`src/fpwm_pkg.sv`:
```
`default_nettype none
// ============================================================================
// Shared constants of the fan drive and tachometer block.
// ============================================================================
package fpwm_pkg;

  // ==========================================================================
  // Clock rates.
  // ==========================================================================
  localparam int unsigned CLK_HZ       = 20_000_000;
  localparam int unsigned PWM_FAST_HZ  = 360_000;
  localparam int unsigned PWM_SLOW_HZ  = 1_400;
  localparam int unsigned TACH_HZ      = 90_000;

  // ==========================================================================
  // Register indices; the byte address is four times the index.
  // ==========================================================================
  localparam logic [7:0] IDX_TACH_LO   = 8'h46;
  localparam logic [7:0] IDX_TACH_HI   = 8'h47;
  localparam logic [7:0] IDX_FAN_CFG   = 8'h4a;
  localparam logic [7:0] IDX_SPIN_UP   = 8'h4b;
  localparam logic [7:0] IDX_PWM_VAL   = 8'h4c;
  localparam logic [7:0] IDX_PWM_FREQ  = 8'h4d;
  localparam logic [7:0] IDX_LUT_FIRST = 8'h50;
  localparam logic [7:0] IDX_LUT_LAST  = 8'h5f;

  // ==========================================================================
  // Field layout.
  // ==========================================================================
  localparam int unsigned FCFG_TACH_LSB   = 0;
  localparam int unsigned FCFG_TACH_MSB   = 1;
  localparam int unsigned FCFG_CLKSEL_BIT = 3;
  localparam int unsigned FCFG_POL_BIT    = 4;
  localparam int unsigned FCFG_LUTDIS_BIT = 5;
  localparam logic [7:0]  FCFG_MASK       = 8'h3b;
  localparam int unsigned SPIN_W          = 6;
  localparam int unsigned PWMV_W          = 6;
  localparam int unsigned FREQ_W          = 5;
  localparam int unsigned LUT_STEPS       = 8;
  localparam int unsigned LUT_REGS        = 16;
  localparam int unsigned TACH_W          = 16;
  localparam logic [15:0] TACH_MAX        = 16'hffff;

  // ==========================================================================
  // Reset values.
  // ==========================================================================
  localparam logic [7:0]        FAN_CFG_RST  = 8'h20;
  localparam logic [SPIN_W-1:0] SPIN_UP_RST  = 6'h00;
  localparam logic [PWMV_W-1:0] PWM_VAL_RST  = 6'h00;
  localparam logic [FREQ_W-1:0] PWM_FREQ_RST = 5'h00;
  localparam logic [7:0]        LUT_RST      = 8'h00;
  localparam logic [15:0]       TACH_RST     = 16'hffff;

endpackage : fpwm_pkg
`default_nettype wire

```
`src/fpwm_fan_ctrl.sv`:
```
// The implementer's own choice: the Avalon-MM interface to the registers.
`timescale 1ns/1ps
`default_nettype none
// How it works
// RULE1: PWM period is 2 x frequency setting steps of selected clock; full duty equals that.
// RULE2: Direct mode duty equals PWM value over full-duty value.
// RULE3: Fan config register holds tach bits, clock select and output polarity.
// RULE4: Host writes fan config, then spin-up, then frequency before other fan registers.
// RULE5: Spin-up settings live in bits 0 to 5 of the spin-up register.
// RULE6: Frequency setting is bits 0 to 4 and works with the clock select.
// RULE7: Host writes either the lookup table or the direct PWM value, not both.
// RULE8: After writing the table, host clears fan config bit 5 to hand over.
// RULE9: Every register accepts writes at any time; no ordering is enforced.
// RULE10: Tach period is counted in 90 kHz clock periods.
// RULE11: The 16-bit tach count reads as low byte then high byte.
// RULE12: Software computes speed as factor times 5,400,000 over the count.
// RULE13: Eight temperature and PWM pairs map remote temperature to duty.
// RULE14: A frequency setting of zero acts as one.
module fpwm_fan_ctrl (
  input  wire logic        ref_clk_i,
  input  wire logic        resetn_i,
  input  wire logic [9:0]  avs_address_i,
  input  wire logic        avs_read_i,
  input  wire logic        avs_write_i,
  input  wire logic [31:0] avs_writedata_i,
  input  wire logic [3:0]  avs_byteenable_i,
  output var  logic [31:0] avs_readdata_o,
  output var  logic        avs_waitrequest_o,
  input  wire logic [7:0]  remote_temp_i,
  input  wire logic        tach_i,
  output var  logic        pwm_out_o,
  output var  logic        pwm_oe_o
);

  // ==========================================================================
  // Decoding helpers.
  // ==========================================================================
  // Highest step whose temperature the reading has reached wins; below the
  // first step the first step's value still applies, so the fan stops only if that value is zero.
  function automatic logic [5:0] lut_pick(
    input logic [7:0]   temp,
    input logic [127:0] tbl
  );
    logic [5:0] r;
    r = tbl[13:8];
    for (int i = 0; i < 8; i++)
    begin
      if (temp >= tbl[16*i +: 8])
      begin
        r = tbl[16*i + 8 +: 6];
      end
    end
    return r;
  endfunction : lut_pick

  function automatic logic is_lut(input logic [7:0] idx);
    return (idx >= fpwm_pkg::IDX_LUT_FIRST) && (idx <= fpwm_pkg::IDX_LUT_LAST);
  endfunction : is_lut

  // ==========================================================================
  // Rate ticks.
  // ==========================================================================
  logic fast_tick;
  logic slow_tick;
  logic tach_tick;

  fpwm_tick_gen #(.RATE_HZ(fpwm_pkg::PWM_FAST_HZ)) u_fast (
    .ref_clk_i (ref_clk_i),
    .resetn_i  (resetn_i),
    .tick_o    (fast_tick)
  );

  fpwm_tick_gen #(.RATE_HZ(fpwm_pkg::PWM_SLOW_HZ)) u_slow (
    .ref_clk_i (ref_clk_i),
    .resetn_i  (resetn_i),
    .tick_o    (slow_tick)
  );

  fpwm_tick_gen #(.RATE_HZ(fpwm_pkg::TACH_HZ)) u_tach (
    .ref_clk_i (ref_clk_i),
    .resetn_i  (resetn_i),
    .tick_o    (tach_tick)
  );

  // ==========================================================================
  // Register file and Avalon slave.
  // ==========================================================================
  logic [7:0]   fan_cfg_q;
  logic [7:0]   fan_cfg_d;
  logic [5:0]   spin_up_q;
  logic [5:0]   spin_up_d;
  logic [5:0]   pwm_val_q;
  logic [5:0]   pwm_val_d;
  logic [4:0]   pwm_freq_q;
  logic [4:0]   pwm_freq_d;
  logic [127:0] lut_q;
  logic [127:0] lut_d;
  logic         wait_q;
  logic         wait_d;
  logic [31:0]  rdata_q;
  logic [31:0]  rdata_d;
  logic [7:0]   hi_shadow_q;
  logic [7:0]   hi_shadow_d;
  logic [15:0]  tach_count_q;

  logic [7:0]   idx;
  logic         aligned;
  logic         wr_fire;
  logic         rd_first;
  logic [7:0]   wbyte;
  logic [7:0]   rbyte;

  assign idx      = avs_address_i[9:2];
  assign aligned  = (avs_address_i[1:0] == 2'b00);
  assign wbyte    = avs_writedata_i[7:0];
  // A write lands at the edge where the master sees waitrequest low.
  assign wr_fire  = avs_write_i && !wait_q && aligned && avs_byteenable_i[0];
  assign rd_first = avs_read_i && wait_q;

  always_comb
  begin
    rbyte = 8'h00;
    if (aligned)
    begin
      case (idx)
        fpwm_pkg::IDX_TACH_LO:  rbyte = tach_count_q[7:0];           // [RULE11]
        fpwm_pkg::IDX_TACH_HI:  rbyte = hi_shadow_q;                 // [RULE11]
        fpwm_pkg::IDX_FAN_CFG:  rbyte = fan_cfg_q;
        fpwm_pkg::IDX_SPIN_UP:  rbyte = {2'b00, spin_up_q};
        fpwm_pkg::IDX_PWM_VAL:  rbyte = {2'b00, pwm_val_q};
        fpwm_pkg::IDX_PWM_FREQ: rbyte = {3'b000, pwm_freq_q};
        default:
        begin
          if (is_lut(idx))
          begin
            rbyte = lut_q[8*idx[3:0] +: 8];
          end
        end
      endcase
    end
  end

  always_comb
  begin
    fan_cfg_d   = fan_cfg_q;
    spin_up_d   = spin_up_q;
    pwm_val_d   = pwm_val_q;
    pwm_freq_d  = pwm_freq_q;
    lut_d       = lut_q;
    hi_shadow_d = hi_shadow_q;
    rdata_d     = rdata_q;
    wait_d      = !((avs_read_i || avs_write_i) && wait_q);
    if (rd_first)
    begin
      rdata_d = {24'h000000, rbyte};
      // Reading the low byte freezes the high byte, so the pair is coherent.
      if (aligned && (idx == fpwm_pkg::IDX_TACH_LO))
      begin
        hi_shadow_d = tach_count_q[15:8];                            // [RULE11]
      end
    end
    // No write is held back by configuration order.
    if (wr_fire)                                                     // [RULE9]
    begin
      case (idx)
        fpwm_pkg::IDX_FAN_CFG:  fan_cfg_d  = wbyte & fpwm_pkg::FCFG_MASK; // [RULE3]
        fpwm_pkg::IDX_SPIN_UP:  spin_up_d  = wbyte[5:0];                  // [RULE5]
        fpwm_pkg::IDX_PWM_VAL:  pwm_val_d  = wbyte[5:0];
        fpwm_pkg::IDX_PWM_FREQ: pwm_freq_d = wbyte[4:0];                  // [RULE6]
        default:
        begin
          if (is_lut(idx))
          begin
            lut_d[8*idx[3:0] +: 8] = wbyte;                          // [RULE13]
          end
        end
      endcase
    end
  end

  always_ff @(posedge ref_clk_i)
  begin
    if (!resetn_i)
    begin
      fan_cfg_q   <= fpwm_pkg::FAN_CFG_RST;
      spin_up_q   <= fpwm_pkg::SPIN_UP_RST;
      pwm_val_q   <= fpwm_pkg::PWM_VAL_RST;
      pwm_freq_q  <= fpwm_pkg::PWM_FREQ_RST;
      lut_q       <= {fpwm_pkg::LUT_REGS{fpwm_pkg::LUT_RST}};
      hi_shadow_q <= 8'h00;
      rdata_q     <= 32'h00000000;
      wait_q      <= 1'b1;
    end
    else
    begin
      fan_cfg_q   <= fan_cfg_d;
      spin_up_q   <= spin_up_d;
      pwm_val_q   <= pwm_val_d;
      pwm_freq_q  <= pwm_freq_d;
      lut_q       <= lut_d;
      hi_shadow_q <= hi_shadow_d;
      rdata_q     <= rdata_d;
      wait_q      <= wait_d;
    end
  end

  assign avs_readdata_o    = rdata_q;
  assign avs_waitrequest_o = wait_q;

  // ==========================================================================
  // Tachometer period measurement.
  // ==========================================================================
  logic        tach_s1_q;
  logic        tach_s2_q;
  logic        tach_s3_q;
  logic [15:0] run_cnt_q;
  logic [15:0] run_cnt_d;
  logic [15:0] tach_count_d;
  logic        tach_rise;

  assign tach_rise = tach_s2_q && !tach_s3_q;

  // One rising edge to the next is one tach period: a revolution of a
  // two-pulse fan takes two, which the speed formula accounts for.
  always_comb
  begin
    run_cnt_d    = run_cnt_q;
    tach_count_d = tach_count_q;
    if (tach_rise)
    begin
      tach_count_d = run_cnt_q;                                      // [RULE10]
      run_cnt_d    = 16'h0000;
    end
    else if (tach_tick)
    begin
      if (run_cnt_q != fpwm_pkg::TACH_MAX)
      begin
        run_cnt_d = run_cnt_q + 16'h0001;                            // [RULE10]
      end
      else
      begin
        // A stalled fan shows the full count instead of a stale reading.
        tach_count_d = fpwm_pkg::TACH_MAX;
      end
    end
  end

  always_ff @(posedge ref_clk_i)
  begin
    if (!resetn_i)
    begin
      tach_s1_q    <= 1'b0;
      tach_s2_q    <= 1'b0;
      tach_s3_q    <= 1'b0;
      run_cnt_q    <= 16'h0000;
      tach_count_q <= fpwm_pkg::TACH_RST;
    end
    else
    begin
      tach_s1_q    <= tach_i;
      tach_s2_q    <= tach_s1_q;
      tach_s3_q    <= tach_s2_q;
      run_cnt_q    <= run_cnt_d;
      tach_count_q <= tach_count_d;
    end
  end

  // ==========================================================================
  // PWM generator.
  // ==========================================================================
  logic [5:0] step_q;
  logic [5:0] step_d;
  logic       oe_q;
  logic       oe_d;
  logic       pwm_tick;
  logic [4:0] freq_eff;
  logic [5:0] full;
  logic [5:0] duty;
  logic       drive_on;
  logic       pin_high;

  assign pwm_tick = fan_cfg_q[fpwm_pkg::FCFG_CLKSEL_BIT] ? fast_tick : slow_tick; // [RULE3]
  assign freq_eff = (pwm_freq_q == 5'h00) ? 5'h01 : pwm_freq_q;                   // [RULE14]
  assign full     = {freq_eff, 1'b0};                                             // [RULE1]
  assign duty     = fan_cfg_q[fpwm_pkg::FCFG_LUTDIS_BIT] ? pwm_val_q              // [RULE2]
                                                         : lut_pick(remote_temp_i, lut_q); // [RULE13]
  // A value at or above full duty keeps the output on for the whole period.
  assign drive_on = (step_q < duty);                                              // [RULE2]
  assign pin_high = fan_cfg_q[fpwm_pkg::FCFG_POL_BIT] ? drive_on : !drive_on;     // [RULE3]

  always_comb
  begin
    step_d = step_q;
    if (pwm_tick)
    begin
      // Lowering the setting mid-period so that the new last step is already reached ends the period at the next tick.
      if (step_q >= full - 6'h01)
      begin
        step_d = 6'h00;                                              // [RULE1]
      end
      else
      begin
        step_d = step_q + 6'h01;
      end
    end
    oe_d = !pin_high;
  end

  always_ff @(posedge ref_clk_i)
  begin
    if (!resetn_i)
    begin
      step_q <= 6'h00;
      oe_q   <= 1'b0;
    end
    else
    begin
      step_q <= step_d;
      oe_q   <= oe_d;
    end
  end

  // The pin is open drain: it only ever pulls low.
  assign pwm_out_o = 1'b0;
  assign pwm_oe_o  = oe_q;

endmodule : fpwm_fan_ctrl
`default_nettype wire

```
`src/fpwm_tick_gen.sv`:
```
`timescale 1ns/1ps
`default_nettype none
// ============================================================================
// Fractional rate divider: one-cycle tick at RATE_HZ on average.
// ============================================================================
module fpwm_tick_gen #(
  parameter int unsigned RATE_HZ = fpwm_pkg::TACH_HZ
) (
  input  wire logic ref_clk_i,
  input  wire logic resetn_i,
  output var  logic tick_o
);

  // The rates do not divide the system clock evenly, so a phase accumulator
  // spreads the error; single periods jitter by one clock cycle.
  localparam logic [25:0] INC = 26'(RATE_HZ);
  localparam logic [25:0] LIM = 26'(fpwm_pkg::CLK_HZ);

  logic [25:0] acc_q;
  logic [25:0] acc_d;
  logic        tick_q;
  logic        tick_d;
  logic [25:0] sum;

  always_comb
  begin
    sum = acc_q + INC;
    if (sum >= LIM)
    begin
      acc_d  = sum - LIM;
      tick_d = 1'b1;
    end
    else
    begin
      acc_d  = sum;
      tick_d = 1'b0;
    end
  end

  always_ff @(posedge ref_clk_i)
  begin
    if (!resetn_i)
    begin
      acc_q  <= 26'h0;
      tick_q <= 1'b0;
    end
    else
    begin
      acc_q  <= acc_d;
      tick_q <= tick_d;
    end
  end

  assign tick_o = tick_q;

endmodule : fpwm_tick_gen
`default_nettype wire

```
`config.mk`:
```
export PLATFORM = sky130hd
export DESIGN_NAME = fpwm_fan_ctrl
export DESIGN_NICKNAME = d
export VERILOG_FILES = /design/src/fpwm_pkg.sv /design/src/fpwm_fan_ctrl.sv /design/src/fpwm_tick_gen.sv
export SDC_FILE = /design/constraint.sdc
export NUM_CORES = 1
export LEC_CHECK = 0
export BUFFER_PORTS_ARGS = -buffer_cell sky130_fd_sc_hd__clkbuf_2
export CAP_MARGIN = 40
export CORE_MARGIN = 1.5
export CORE_UTILIZATION = 45
export CTS_CLUSTER_DIAMETER = 40
export DETAILED_ROUTE_END_ITERATION = 16
export PLACE_DENSITY_LB_ADDON = 0.12
export RECOVER_POWER = 25
export SYNTH_ARGS = -nofsm -noshare
export SYNTH_HDL_FRONTEND = slang
export SYNTH_SLANG_ARGS = --single-unit
```
`constraint.sdc`:
```
create_clock -name ref_clk_i -period 4.65 [get_ports ref_clk_i]
set_input_delay 0.2325 -clock ref_clk_i [delete_from_list [all_inputs] [get_ports ref_clk_i]]
set_output_delay 0.2325 -clock ref_clk_i [all_outputs]
set_load 0.03 [all_outputs]
```
# Word-level counts from Yosys, hierarchy flattened

Cells that the tools add are included.

Add/subtract/negate cells: 10
$mul: 0
Divide/modulo/power cells: 0
Magnitude comparators: 14
Equal/unequal tests: 8
Shift-type cells: 3
Muxes and demuxes: 25
Bitwise logic cells: 2
Reduce and logical (&&, ||, !) cells: 27

Operators with widths:

| operator                 | number |
|---|---|
| $bwmux 128               | 1 |
| $shift 8x34->128 const A | 1 |
| $shiftx 128x8->8         | 1 |
| $shiftx 8x34->128        | 1 |
| $ge 26x25->1 const B     | 3 |
| $mux 26                  | 3 |
| $sub 26x25->26 const B   | 3 |
| $ge 8x8->1               | 7 |
| $mux 6                   | 9 |
| $eq 8x7->1 const B       | 6 |
| $mux 16                  | 3 |
| $pmux 8 s6               | 1 |
| $neg 7->34               | 1 |
| $add 26x11->26 const B   | 1 |
| $add 26x17->26 const B   | 1 |
| $add 26x19->26 const B   | 1 |
| $add 16x1->16 const B    | 1 |
| $mux 8                   | 2 |
| $ne 16x16->1 const B     | 1 |
| $reduce_and 2->1         | 7 |
| $ge 8x7->1 const B       | 1 |
| $le 8x7->1 const B       | 1 |
| $logic_and 1x1->1        | 8 |
| $add 6x1->6 const B      | 1 |
| 15 further kinds         | 24 |

Flip-flop bits (word level): 290
Latch bits: 0
Bits in writable memories: 0
Memory bits (read-only): 0
Bits of input ports: 59
Output and inout bits: 35
Word-level logic and storage cells: 110
Memories kept: 0

# Depth between registers and ports, before layout

Gate-level depths: netlist of the first run.

Depth in word-level cells: 13
Depth in mapped cells: 19
Gate-level depth less buffers: 18

# Cells and area by module

Synthesis of the first run repeated with hierarchy kept, for this count alone.

Cells, all modules: 2069
Area total of the unflattened synthesis: 17737.0 sq um

Modules (own cells, without submodules):

| module                  | times used | cells an instance | area each (sq um) | seq. area each (sq um) |
|---|---|---|---|---|
| fpwm_fan_ctrl           | 1          | 1324              | 11831.3           | 4184.0 |
| fpwm_tick_gen at u_slow | 1          | 275               | 2158.3            | 480.5 |
| fpwm_tick_gen at u_tach | 1          | 248               | 2025.7            | 460.4 |
| fpwm_tick_gen at u_fast | 1          | 222               | 1721.7            | 420.4 |

# Worst setup path before layout of the first run

OpenSTA, ideal clock, no wires.

Path kind: in2reg
From: input remote_temp_i[0]
To: register oe_q (netlist: pwm_oe_o)
Setup time: 63 ps
Arrival time: 4125 ps
Data required time: 4587 ps
Slack: 463 ps
Stages on the path: 18
Path buffers: 1
Path through: inv_1 ha_1 nand2b_1 a21o_1 a21o_1 a21o_1 a31oi_1 clkbuf_1 a21oi_1 o211a_1 a221oi_1 ha_1 a21o_1 a21o_1 a211oi_1 nor3b_1 or4b_2 nand3_1

Cells in the longest elaborated chain, start to end: 13
Elaborated cells on any way between the ends: 19
Those cells by class: order compare: 8; mux: 9; reduce/logical: 2

RTL lines:

| what                 | line                 | RTL |
|---|---|---|
| from (decl)          | fpwm_fan_ctrl.sv:29  | `input wire logic [7:0] remote_temp_i,` |
| $ge 8x8->1           | fpwm_fan_ctrl.sv:48  | `if (temp >= tbl[16*i +: 8])` |
| $mux 6 (6 in series) | fpwm_fan_ctrl.sv:48  |  |
| $mux 6 *             | fpwm_fan_ctrl.sv:48  |  |
| $mux 6 *             | fpwm_fan_ctrl.sv:285 | `assign duty = fan_cfg_q[fpwm_pkg::FCFG_LUTDIS_BIT] ? pwm_val_q` |
| $lt 6x6->1 *         | fpwm_fan_ctrl.sv:288 | `assign drive_on = (step_q < duty);` |
| $logic_not 1->1      | fpwm_fan_ctrl.sv:289 | `assign pin_high = fan_cfg_q[fpwm_pkg::FCFG_POL_BIT] ? drive_on : !drive_on;` |
| $mux 1 *             | fpwm_fan_ctrl.sv:289 |  |
| $logic_not 1->1 *    | fpwm_fan_ctrl.sv:306 | `oe_d = !pin_high;` |
| to (signal assigned) | fpwm_fan_ctrl.sv:314 | `oe_q <= 1'b0;` |
| to (signal assigned) | fpwm_fan_ctrl.sv:319 | `oe_q <= oe_d;` |
| to (decl)            | fpwm_fan_ctrl.sv:273 | `logic oe_q;` |

Mark *: on every way between the ends. The rest lies on a longest branch, timed or not.
A chain may end at the register's enable or synchronous reset.

# Worst setup path in the final report of the first run

From: register lut_q[102]
To: register oe_q (netlist: pwm_oe_o)

Cells in the longest elaborated chain, start to end: 8

RTL lines:

| what                   | line                 | RTL |
|---|---|---|
| from (decl)            | fpwm_fan_ctrl.sv:96  | `logic [127:0] lut_q;` |
| from (signal assigned) | fpwm_fan_ctrl.sv:189 | `lut_q <= {fpwm_pkg::LUT_REGS{fpwm_pkg::LUT_RST}};` |
| from (signal assigned) | fpwm_fan_ctrl.sv:200 | `lut_q <= lut_d;` |
| $ge 8x8->1 *           | fpwm_fan_ctrl.sv:48  |  |
| $mux 6 * (2 in series) | fpwm_fan_ctrl.sv:48  |  |
| $mux 6 *               | fpwm_fan_ctrl.sv:285 |  |
| $lt 6x6->1 *           | fpwm_fan_ctrl.sv:288 |  |
| $logic_not 1->1        | fpwm_fan_ctrl.sv:289 |  |
| $mux 1 *               | fpwm_fan_ctrl.sv:289 |  |
| $logic_not 1->1 *      | fpwm_fan_ctrl.sv:306 |  |

Marked as above.

==> metrics.md, run 1 <==
| Metric | Value |
|---|---|
| FF-to-FF End | `pwm_oe_o$_SDFF_PN0_` |
| Nets | `2210` |
| Die Ht | `197 um` |
| Die area | `0.0388 mm^2` |
| Worst setup SP type | `flip-flop` |
| CTS Sinks | `roughly 280` |
| Worst Hold Class | `input pin to flip-flop` |
| CTS root buf | `clkbuf_16` |
| Synthesized area | `0.0169 mm^2` |
| Worst reg2reg setup slack | `0.27 ns` |
| Max Slew Vio Count | `23` |
| Async set or reset register ratio after synthesis | `0` |
| TritonCTS clock tree | `built` |
| Final WL | `approximately 51 mm` |
| I/O Buffers | `41` |
| Initial Util | `0.460` |
| TritonCTS Buffers | `48` |
| Final setup vio count | `0` |
| Clk_lat worst skew | `0.59 ns` |
| Synth Register Bits | `about 280` |
| Placed cell count | `2481` |
| Worst r2r src | `lut_q[102]$_SDFFE_PN0P_` |
| TNS Setup | `0 ns` |
| Max FO, Critical Path | `5` |
| Fillers | `3533` |
| Routed wire per std cell | `19.7 um` |
| Pin count of the biggest net entering global routing | `a little under 90` |
| Run status | `complete, but fails checks` |
| Area leader, netlist | `dfxtp_1` |
| Post-route minimum period | `4.38 ns` |
| Failing checks | `capacitance limit, slew limit` |
| DR iter-0 viols | `approximately 1.1k` |
| Worst R2R Path Depth | `15` |
| Total global-route track usage | `0.261` |
| Detail Placement HPWL | `35.7 mm` |
| Measured slew at the worst slew-check pin | `1.90 ns` |
| Pwr Density | `408 mW/mm^2` |
| Number of global-route vias before repair | `14.3k` |
| Area contributors post-synth | `dfxtp_1 (33%), ha_1 (6.3%), mux4_2 (5.3%), a21oi_1 (5.2%), nor2_1 (5.1%)` |
| Top-count cell post-synth | `dfxtp_1` |
| Worst Path Required | `5.17 ns` |
| Total grt overflow | `0` |
| Yosys warnings | `0` |
| GR met2 Demand/Resource | `0.430` |
| Period utilisation layout | `0.942` |
| Top-level I/O count | `94` |
| Critical path capture point type | `flip-flop` |
| FP Rows | `70` |
| Most common flop cell mapped by yosys | `dfxtp_1` |
| Critical path class | `flip-flop to flip-flop` |
| Worst Hold End | `pwm_freq_q[3]$_SDFFE_PN0P_` |
| Worst-path clk slew | `0.06 ns` |
| GR Layer Usage met1 | `0.349` |
| WHS Path Cells | `3` |
| Clock tree buffer depth | `3` |
| Die Width | `197 um` |
| Setup Buffers After CTS | `0` |
| Area Growth Syn to Fin | `12.0%` |
| Clock skew | `0.0342 ns` |
| DRT Pass-1 Iters | `6` |
| Total Power | `7.74 mW` |
| DR DRC count | `0` |
| Final count of hold timing violations | `0` |
| Core Area | `0.0368 mm^2` |
| Synth Instances | `just over 2k` |
| Netlist cell types | `between 90 and 100` |
| HP Start | `resetn_i` |
| Synth cell count leaders | `dfxtp_1 (277), nor2_1 (231), nand2_1 (214), a21oi_1 (176), nand3_1 (122)` |
| Post-route ant nets | `0` |
| Initial antenna violation count | `0` |
| Met3 Track Usage GR | `0.0387` |
| GP Congestion | `0.927` |
| Number of enable flip-flop cells after synthesis | `0` |
| Final Non-Filler Cells | `between 2k and 3k` |
| Max VDD drop | `0.000340 V` |
| Grt peak-use layer | `met2` |
| CTS HTree Levels | `2` |
| Achievable Freq | `228 MHz` |
| Via count | `15.3k` |
| Post-synthesis sequential area ratio | `0.328` |
| Worst rel slew slack | `-0.269` |
| First-pass GRT wire length | `79.8 mm` |
| Max Cap Viol | `1` |
| Antenna cells | `0` |
| Fraction of layout instances using a drive strength above 1 | `0.104` |
| Unrepaired setup endpoints after global routing | `false` |
| Leak | `6.96 nW` |
| Arr. time, crit path | `4.90 ns` |
| Via/cell ratio | `5.94` |
| Syn Area/Cell | `8.14 um^2` |
| Synth top area share | `0.328` |
-- metrics by stage --
step	area (um^2)	hold WS (ns)	util	setup WS, ns
after CTS	19000	0.179	0.516	0.166
after global routing	19000	0.219	0.516	0.0105
after detailed placement	17300	0.418	0.470	0.0412
final	19000	0.182	0.516	0.269
after floorplan	17000	0.348	-	0.463
after global placement	17300	0.420	0.470	0.108
-- layout make-up --
type / count / area (um^2) / share of cell area
clock buffer: 54 / 1240 / 0.0656
clock inverter: 36 / 414 / 0.0218
inverter: 79 / 302 / 0.0159
multi-input combinational: 1586 / 10400 / 0.551
sequential: 277 / 5550 / 0.292
tap: 468 / 586 / 0.0309
timing repair buffer: 74 / 434 / 0.0229
-- flip-flops by register name, indices dropped and copies added (netlist names), 5 cells and up --
signal	cells
step_q	6
u_fast.acc_q	20
lut_q	128
avs_readdata_o	8
u_tach.acc_q	22
run_cnt_q	16
pwm_val_q	6
fan_cfg_q	5
tach_count_q	16
u_slow.acc_q	23
pwm_freq_q	5
hi_shadow_q	8
spin_up_q	6
-- metal layers --
layer,wire (um),share of wire,vias up
met2,23800,0.47,448
met4,1320,0.026,0
met5,0,0,-
li1,-,-,7385
met1,22700,0.45,7382
met3,2920,0.058,86
-- layout by cell type, fill, tap and decap left out, types with 14 or more instances in the layout --
master     count
dfxtp_1      277
nor2_1       231
nand2_1      214
a21oi_1      176
nand3_1      122
ha_1          85
inv_1         78
xnor2_1       58
nor3_1        50
o21ai_0       48
clkbuf_16     48
mux2i_1       45
mux4_2        40
xor2_1        39
nand2b_1      34
clkbuf_2      32
a22oi_1       28
a21o_1        27
and2_1        27
buf_4         26
conb_1        25
and3_1        24
nand4_1       24
o22ai_1       19
or3_1         17
a31oi_1       16
clkbuf_1      16
nor2b_1       14
-- where the power goes --
group	total, mW	internal, mW	switching (mW)
clock network	3.59	2.24	1.35
logic	1.47	0.550	0.922
registers	2.69	2.48	0.206
total	7.74	5.27	2.48
-- critical path: stages, from the launching register on --
cell	delay, ns
dfxtp_1	0.38
inv_1	0.06
ha_1	0.28
o211a_1	0.23
a221o_1	0.29
a31oi_1	0.40
nand3b_1	0.27
o211a_1	0.27
a221oi_1	0.32
ha_1	0.31
a21o_1	0.16
a21o_1	0.18
a211oi_2	0.27
nor3b_2	0.22
or4b_2	0.59
nand3_1	0.09
-- logic make-up after synthesis --
logic type / Yosys count / synth area share
muxes: 90 / 0.0832
xor gates and xnor gates: 97 / 0.0502
DFF: 277 / 0.328
AOI/OAI and AO/OA: 462 / 0.180
adders and majority gates: 85 / 0.0628
other: 1 / 0.000222
and+or+nand+nor: 827 / 0.234
buffers and inverters: 240 / 0.0614
-- worst max path at each step --
stage,startpoint,slack (ns),cells past startpoint,endpoint
6_report,lut_q[102]$_SDFFE_PN0P_,0.27,15,pwm_oe_o$_SDFF_PN0_
2_1_floorplan,remote_temp_i[0],0.46,18,pwm_oe_o$_SDFF_PN0_
5_1_grt,lut_q[64]$_SDFFE_PN0P_,0.01,18,pwm_oe_o$_SDFF_PN0_
4_1_cts,lut_q[96]$_SDFFE_PN0P_,0.17,16,pwm_oe_o$_SDFF_PN0_
3_5_place_dp,remote_temp_i[0],0.04,21,pwm_oe_o$_SDFF_PN0_
3_3_place_gp,remote_temp_i[0],0.11,21,pwm_oe_o$_SDFF_PN0_
-- repair_timing --
item,CTS,global route
gates resized for setup,0,2
endpoints found under the hold margin,2,0
hold buffers,3,0
endpoints found under the setup margin,0,1
(Power assumes the default switching activity.)
==> inputs of run 2 (changes only) <==
==> constraint.sdc (replaced) <==
create_clock -name ref_clk_i -period 4.65 [get_ports ref_clk_i]
set_input_delay 0.465 -clock ref_clk_i [delete_from_list [all_inputs] [get_ports ref_clk_i]]
set_output_delay 0.465 -clock ref_clk_i [all_outputs]
set_load 0.03 [all_outputs]
==> run 2 against run 1 <==
  * The run still ends with capacitance limit, slew limit left
  * Sequential power about the same
  * Clock skew down 0.019 ns
  * Clock-buffer cell count down 1
  * Power down 1.2%
  * Critical path depth rose by 4
  * Final cell count hardly changed
  * Clock power down 3%
  * Critical endpoint unchanged
  * Largest power group unchanged
  * Highest routed layer is now met5
==> metrics.md, run 2 (synthesis gave the netlist of run 1 again) <==
| Metric | Value |
|---|---|
| Via count | `15.4k (+0.34%)` |
| TritonCTS Buffers | `47 (-2.1%)` |
| GR Layer Usage met1 | `0.341 (-0.00864)` |
| Die Ht | `197 um (unchanged)` |
| Clock power frac | `0.457 (-0.006)` |
| Max Cap Viol | `3 (+2)` |
| Max VDD drop | `0.000332 V (-2.2%)` |
| Most frequent cells in the layout | `dfxtp_1 (277), nor2_1 (231), nand2_1 (214)` |
| DR DRC count | `0 (unchanged)` |
| Arr. time, crit path | `4.88 ns (-0.02 ns)` |
| Top reg by flops | `lut_q` |
| Leak | `6.95 nW (about the same)` |
| Initial Util | `0.460 (unchanged)` |
| Via/cell ratio | `5.97 (+0.38%)` |
| Critical path class | `flip-flop to flip-flop` |
| Switch Pwr | `2.47 mW (-0.40%)` |
| GR met2 Demand/Resource | `0.425 (-0.00497)` |
| Fin area | `0.0189 mm^2 (-0.26%)` |
| Die area | `0.0388 mm^2 (unchanged)` |
| GP Congestion | `0.939 (+1.2%)` |
| Initial antenna violation count | `2 (+2)` |
| Final setup vio count | `0 (unchanged)` |
| Unrepaired setup endpoints after global routing | `false` |
| Pwr Density | `404 mW/mm^2 (-0.96%)` |
| Measured slew at the worst slew-check pin | `2.10 ns (+0.196 ns)` |
| Clock tree buffer depth | `3 (unchanged)` |
| Int Pwr | `5.18 mW (-1.6%)` |
| Routed wire per std cell | `19.6 um (-0.32%)` |
| CTS HTree Levels | `2 (unchanged)` |
| Logic pwr share | `0.192 (+0.002)` |
| Nets | `2210 (unchanged)` |
| I/O Buffers | `41 (unchanged)` |
| Die Width | `197 um (unchanged)` |
| Post-route ant nets | `0 (unchanged)` |
| Fraction of layout instances using a drive strength above 1 | `0.105 (+0.00105)` |
| Max Slew Vio Count | `163 (+610%)` |
| Total global-route track usage | `0.261 (about the same)` |
| Detail Placement HPWL | `35.8 mm (+0.37%)` |
| Final hold slack | `0.101 ns (-0.0815 ns)` |
| Area Growth Syn to Fin | `11.8%` |
| Fillers | `3560 (+0.76%)` |
| Failing checks | `capacitance limit, slew limit` |
| Clock skew | `0.0149 ns (-0.0193 ns)` |
| Final core occ | `0.514 (-0.00133)` |
| TNS Setup | `0 ns (unchanged)` |
| Total Power | `7.65 mW (-1.2%)` |
| Run status | `complete, but fails checks` |
| Pin count of the biggest net entering global routing | `72 (-19%)` |
| Max FO, Critical Path | `4 (-1)` |
| Worst setup SP type | `flip-flop` |
| Sequential power share | `0.351 (+0.004)` |
| Worst-path clk slew | `0.06 ns (about the same)` |
| Grt peak-use layer | `met2` |
| Period utilisation layout | `0.936 (-0.00571)` |
| Top-level I/O count | `94 (unchanged)` |
| Post-route minimum period | `4.35 ns (-0.0266 ns)` |
| Achievable Freq | `230 MHz (+0.61%)` |
| Core Area | `0.0368 mm^2 (unchanged)` |
| CTS root buf | `clkbuf_16` |
| Multi-input gate area | `0.0104 mm^2 (about the same)` |
| Worst Path Required | `5.18 ns (about the same)` |
| Worst rel slew slack | `-0.408 (-0.138)` |
| FP Rows | `70 (unchanged)` |
| Worst Hold Class | `input pin to flip-flop` |
| DRT Pass-1 Iters | `5 (-1)` |
| Clk_lat worst skew | `0.59 ns (about the same)` |
| Most common cell after layout, fill and taps aside | `dfxtp_1` |
| Setup Buffers After CTS | `0 (unchanged)` |
| CTS Sinks | `277 (unchanged)` |
| Biggest regs | `lut_q x128, u_slow.acc_q x23, u_tach.acc_q x22` |
| Final WL | `50.5 mm (-0.36%)` |
| Number of global-route vias before repair | `14.2k (-0.28%)` |
| Critical path capture point type | `flip-flop` |
| First-pass GRT wire length | `79.5 mm (-0.37%)` |
| Placed inst area | `0.0173 mm^2 (+0.33%)` |
| DR iter-0 viols | `1169 (+6.8%)` |
| TritonCTS clock tree | `built` |
| Max FFs per register | `128 (unchanged)` |
| Met3 Track Usage GR | `0.0453 (+0.00667)` |
| Switching portion of total power | `0.322 (+0.00267)` |
| Final count of hold timing violations | `0 (unchanged)` |
| Register area | `0.00555 mm^2 (unchanged)` |
| Total grt overflow | `0 (unchanged)` |
-- run 2: path summary, 6_finish.rpt --
| check | startpoint | endpoint | slack (ns) | cells after the start |
|---|---|---|---|---|
| worst max-delay path | lut_q[64]$_SDFFE_PN0P_ | pwm_oe_o$_SDFF_PN0_ | 0.30 | 19 |
| worst max register to register | lut_q[64]$_SDFFE_PN0P_ | pwm_oe_o$_SDFF_PN0_ | 0.30 | 19 |
| worst min-delay path | avs_read_i | avs_waitrequest_o$_SDFF_PN1_ | 0.10 | 2 |
| worst min register to register | tach_s1_q$_SDFF_PN0_ | tach_s2_q$_SDFF_PN0_ | 0.44 | 1 |
-- run 2: critical path, stage by stage, from the launching register on --
cell      delay (ns)
dfxtp_1         0.41
ha_1            0.26
nand2b_1        0.14
a21oi_1         0.14
nor2b_1         0.06
o21ai_0         0.15
a21oi_1         0.11
o41ai_2         0.27
buf_4           0.21
and3_1          0.21
buf_4           0.15
nand3_1         0.10
a221oi_1        0.31
ha_1            0.29
nand4_1         0.15
nor3_1          0.08
a211oi_1        0.29
nor3b_1         0.27
or4b_2          0.62
nand3_1         0.08
-- run 2: timing repair --
item | in CTS | in global routing
resized for setup | 0 | 2
setup endpoints to repair | 0 | 1
hold buffers | 0 | 0
-- run 2: final cells by class --
class,instances,share of cell area
Sequential cell,277,0.293
Timing Repair Buffer,75,0.0230
Clock inverter,34,0.0204
Antenna cell,1,0.000132
Inverter,79,0.0157
Multi-Input combinational cell,1586,0.552
Clock buffer,53,0.0644
Tap cell,468,0.0310
-- run 2: metrics by stage --
stage | std cells | setup WS [ns]
final | 2573 | 0.296
after floorplan | 2103 | 0.230
after global routing | 2572 | 0.0345
after CTS | 2572 | 0.236
after global placement | 2484 | 0.0238
after detailed placement | 2485 | -0.0418
-- run 2: per-layer routing --
layer  up-vias  wire, um
li1       7397         -
met5         -        12
met1      7362     22100
met2       487     23400
met3       105      3200
met4         2      1860
-- run 2: power by group through the flow --
stage / sequential, mW / combinational (mW) / clock [mW]
6_report: 2.68 / 1.47 / 3.50
3_3_place_gp: 2.72 / 1.43 / 0
2_1_floorplan: 2.59 / 1.28 / 0
5_1_grt: 2.71 / 1.63 / 3.67
3_5_place_dp: 2.73 / 1.45 / 0
4_1_cts: 2.68 / 1.46 / 3.56
==> inputs of run 3 (changes only) <==
--- a/config.mk
+++ b/config.mk
@@ -15,4 +15,5 @@
 export RECOVER_POWER = 25
 export SYNTH_ARGS = -nofsm -noshare
 export SYNTH_HDL_FRONTEND = slang
+export SYNTH_HIERARCHICAL = 1
 export SYNTH_SLANG_ARGS = --single-unit
==> run 3 against run 2 <==
  * The flow still finishes with violations (capacitance limit, slew limit)
  * Global-route usage down 1.1 points
  * Die area up 4.7%
  * Power up 12%
  * Synthesized area up 4.8%
  * Largest cell class unchanged
  * Largest power group unchanged
  * Highest routed layer is now met4
==> metrics.md, run 3 <==
| Metric | Value |
|---|---|
| Max FO, Critical Path | `9 (+5)` |
| Post-synthesis sequential area ratio | `0.313 (-0.0150)` |
| Fillers | `3692 (+3.7%)` |
| Clk_lat worst skew | `0.59 ns (about the same)` |
| CTS Sinks | `277 (unchanged)` |
| Synth Instances | `2069 (-0.48%)` |
| Total Power | `8.56 mW (+12%)` |
| TritonCTS Buffers | `53 (+13%)` |
| CTS root buf | `clkbuf_16` |
| DR DRC count | `0 (unchanged)` |
| Syn Area/Cell | `8.57 um^2 (+5.3%)` |
| Top-count cell post-synth | `dfxtp_1` |
| Run status | `complete, but fails checks` |
| Switch Pwr | `2.67 mW (+8.3%)` |
| Worst-path clk slew | `0.05 ns (about the same)` |
| Initial antenna violation count | `0 (-2)` |
| FP Rows | `72 (+2.9%)` |
| Via/cell ratio | `5.74 (-3.9%)` |
| Most frequent cells in the layout | `dfxtp_1 (277), nand2_1 (220), nor2b_1 (115)` |
| Post-route ant nets | `0 (unchanged)` |
| CTS HTree Levels | `2 (unchanged)` |
| GP Congestion | `0.921 (-1.9%)` |
| Die area | `0.0406 mm^2 (+4.7%)` |
| Total grt overflow | `0 (unchanged)` |
| Max FFs per register | `128 (unchanged)` |
| Die Ht | `202 um (+2.3%)` |
| Routed wire per std cell | `19.2 um (-2.3%)` |
| Die Width | `202 um (+2.3%)` |
| Critical path class | `flip-flop to flip-flop` |
| DR iter-0 viols | `1152 (-1.5%)` |
| Sequential power share | `0.316 (-0.035)` |
| Failing checks | `capacitance limit, slew limit` |
| Switching portion of total power | `0.312 (-0.0103)` |
| Detail Placement HPWL | `36.3 mm (+1.5%)` |
| Clock tree buffer depth | `3 (unchanged)` |
| Most common flop cell mapped by yosys | `dfxtp_1` |
| Final WL | `50.5 mm (-0.14%)` |
| Synth Register Bits | `277 (unchanged)` |
| Total global-route track usage | `0.249 (-0.0111)` |
| Top reg by flops | `lut_q` |
| Core Area | `0.0387 mm^2 (+5.3%)` |
| Via count | `15.1k (-1.7%)` |
| Area leader, netlist | `dfxtp_1` |
| Yosys warnings | `6 (+6)` |
| Max VDD drop | `0.000289 V (-13%)` |
| Achievable Freq | `254 MHz (+10%)` |
| TritonCTS clock tree | `built` |
| Critical path capture point type | `flip-flop` |
| Pwr Density | `427 mW/mm^2 (+5.7%)` |
| Final setup vio count | `0 (unchanged)` |
| I/O Buffers | `41 (unchanged)` |
| Arr. time, crit path | `4.41 ns (-0.47 ns)` |
| First-pass GRT wire length | `80.6 mm (+1.3%)` |
| Placed inst area | `0.0181 mm^2 (+4.4%)` |
| Measured slew at the worst slew-check pin | `3.12 ns (+1.02 ns)` |
| Initial Util | `0.458 (-0.00222)` |
| Clock skew | `0.0220 ns (+0.00712 ns)` |
| Max Cap Viol | `2 (-1)` |
| Nets | `2212 (+0.090%)` |
| Worst setup SP type | `flip-flop` |
| Async set or reset register ratio after synthesis | `0 (unchanged)` |
| Worst Setup Slack, final | `0.708 ns (+0.413 ns)` |
| Worst rel slew slack | `-1.08 (-0.672)` |
| DRT Pass-1 Iters | `5 (unchanged)` |
| Worst slack, placed | `0.371 ns (+0.412 ns)` |
| Placed cell count | `2532 (+1.9%)` |
| Setup Buffers After CTS | `0 (unchanged)` |
| Max Slew Vio Count | `164 (+0.61%)` |
| Fraction of layout instances using a drive strength above 1 | `0.114 (+0.00854)` |
| Unrepaired setup endpoints after global routing | `false` |
| Number of enable flip-flop cells after synthesis | `0 (unchanged)` |
| Worst Hold Class | `input pin to flip-flop` |
| TNS Setup | `0 ns (unchanged)` |
| # resized after CTS | `0 (unchanged)` |
| Clock power frac | `0.490 (+0.033)` |
| Pin count of the biggest net entering global routing | `105 (+46%)` |
| Area Growth Syn to Fin | `12.9%` |
| Synth cell count leaders | `dfxtp_1 (277), nand2_1 (220), nor2b_1 (115), a21oi_1 (113), nor2_1 (111)` |
| Fin area | `0.0200 mm^2 (+5.9%)` |
| Int Pwr | `5.89 mW (+14%)` |
| Logic pwr share | `0.194 (+0.002)` |
| Top-level I/O count | `94 (unchanged)` |
| Post-route minimum period | `3.94 ns (-0.413 ns)` |
| Leak | `7.16 nW (+2.9%)` |
| Antenna cells | `0 (-1)` |
| Area contributors post-synth | `dfxtp_1 (31%), ha_1 (5.9%), mux2i_1 (5.2%), nand2_1 (4.7%), mux4_2 (4.1%)` |
| Worst Path Required | `5.12 ns (-0.06 ns)` |
| Final Non-Filler Cells | `2631 (+2.3%)` |
| Synthesized area | `0.0177 mm^2 (+4.8%)` |
| Final count of hold timing violations | `0 (unchanged)` |
| Synth top area share | `0.313 (-0.0150)` |
| Netlist cell types | `114 (+21%)` |
| Biggest regs | `lut_q x128, u_slow/acc_q x23, u_tach/acc_q x22` |
| Period utilisation layout | `0.848 (-0.0888)` |
| Number of global-route vias before repair | `14.4k (+1.4%)` |
| Hold buffers post-CTS | `0 (unchanged)` |
| Most common cell after layout, fill and taps aside | `dfxtp_1` |
[run 3: stage by stage]
stage               hold WS [ns]  utilization
floorplan                  0.412            -
global placement           0.434        0.466
detailed placement         0.442        0.467
CTS                       0.0555        0.518
global route              0.0747        0.517
finish                    0.0868        0.517
[run 3: power groups by stage]
stage / combinational [mW] / sequential (mW) / clock (mW)
after floorplan: 1.45 / 2.60 / 0
after global placement: 1.61 / 2.74 / 0
after detailed placement: 1.65 / 2.75 / 0
after CTS: 1.65 / 2.70 / 4.27
after global routing: 1.84 / 2.73 / 4.39
final: 1.66 / 2.70 / 4.20
[run 3: worst paths after layout]
| check | cells after the start | slack [ns] | endpoint | start |
|---|---|---|---|---|
| worst max-delay path | 17 | 0.71 | pwm_oe_o$_SDFF_PN0_ | lut_q[101]$_SDFFE_PN0P_ |
| worst min-delay path | 2 | 0.09 | tach_s1_q$_SDFF_PN0_ | tach_i |
| worst max register to register | 17 | 0.71 | pwm_oe_o$_SDFF_PN0_ | lut_q[101]$_SDFFE_PN0P_ |
| worst min register to register | 1 | 0.45 | tach_s2_q$_SDFF_PN0_ | tach_s1_q$_SDFF_PN0_ |
[run 3: worst max-delay path: stages (launching register included)]
cell       delay [ns]
dfxtp_1          0.38
inv_1            0.09
ha_1             0.29
a2111oi_0        0.53
nand2b_1         0.13
o21ai_2          0.26
buf_4            0.22
nand3_1          0.17
o21ai_0          0.22
o31a_1           0.17
ha_1             0.25
a21oi_1          0.15
a21oi_1          0.08
a211o_1          0.29
nand2b_1         0.14
nor4_1           0.16
a22oi_1          0.15
mux2i_1          0.15
[run 3: area by class of cell]
type | count | area, um^2 | area share
Timing Repair Buffer | 62 | 358 | 0.0179
Clock inverter | 40 | 563 | 0.0281
Tap cell | 518 | 648 | 0.0324
Multi-Input combinational cell | 1588 | 11200 | 0.559
Sequential cell | 277 | 5550 | 0.277
Clock buffer | 59 | 1400 | 0.0698
Inverter | 87 | 327 | 0.0163
[run 3: layer usage]
layer	vias up	wire, um	track usage
met3	122	2770	0.0405
met1	7151	22900	0.335
met5	-	0	0
li1	7418	-	-
met4	0	2400	0.114
met2	402	22400	0.393
[run 3: cells by family (layout without fill, tap and decap cells)]
group,Yosys count,count (layout),synth area share
simple gates,811,811,0.243
compound gates,449,449,0.174
flops,277,277,0.313
buf+inv,228,248,0.0612
mux,137,137,0.107
fa+ha+maj,84,84,0.0593
xor+xnor,82,82,0.0420
other cells,1,25,0.000211
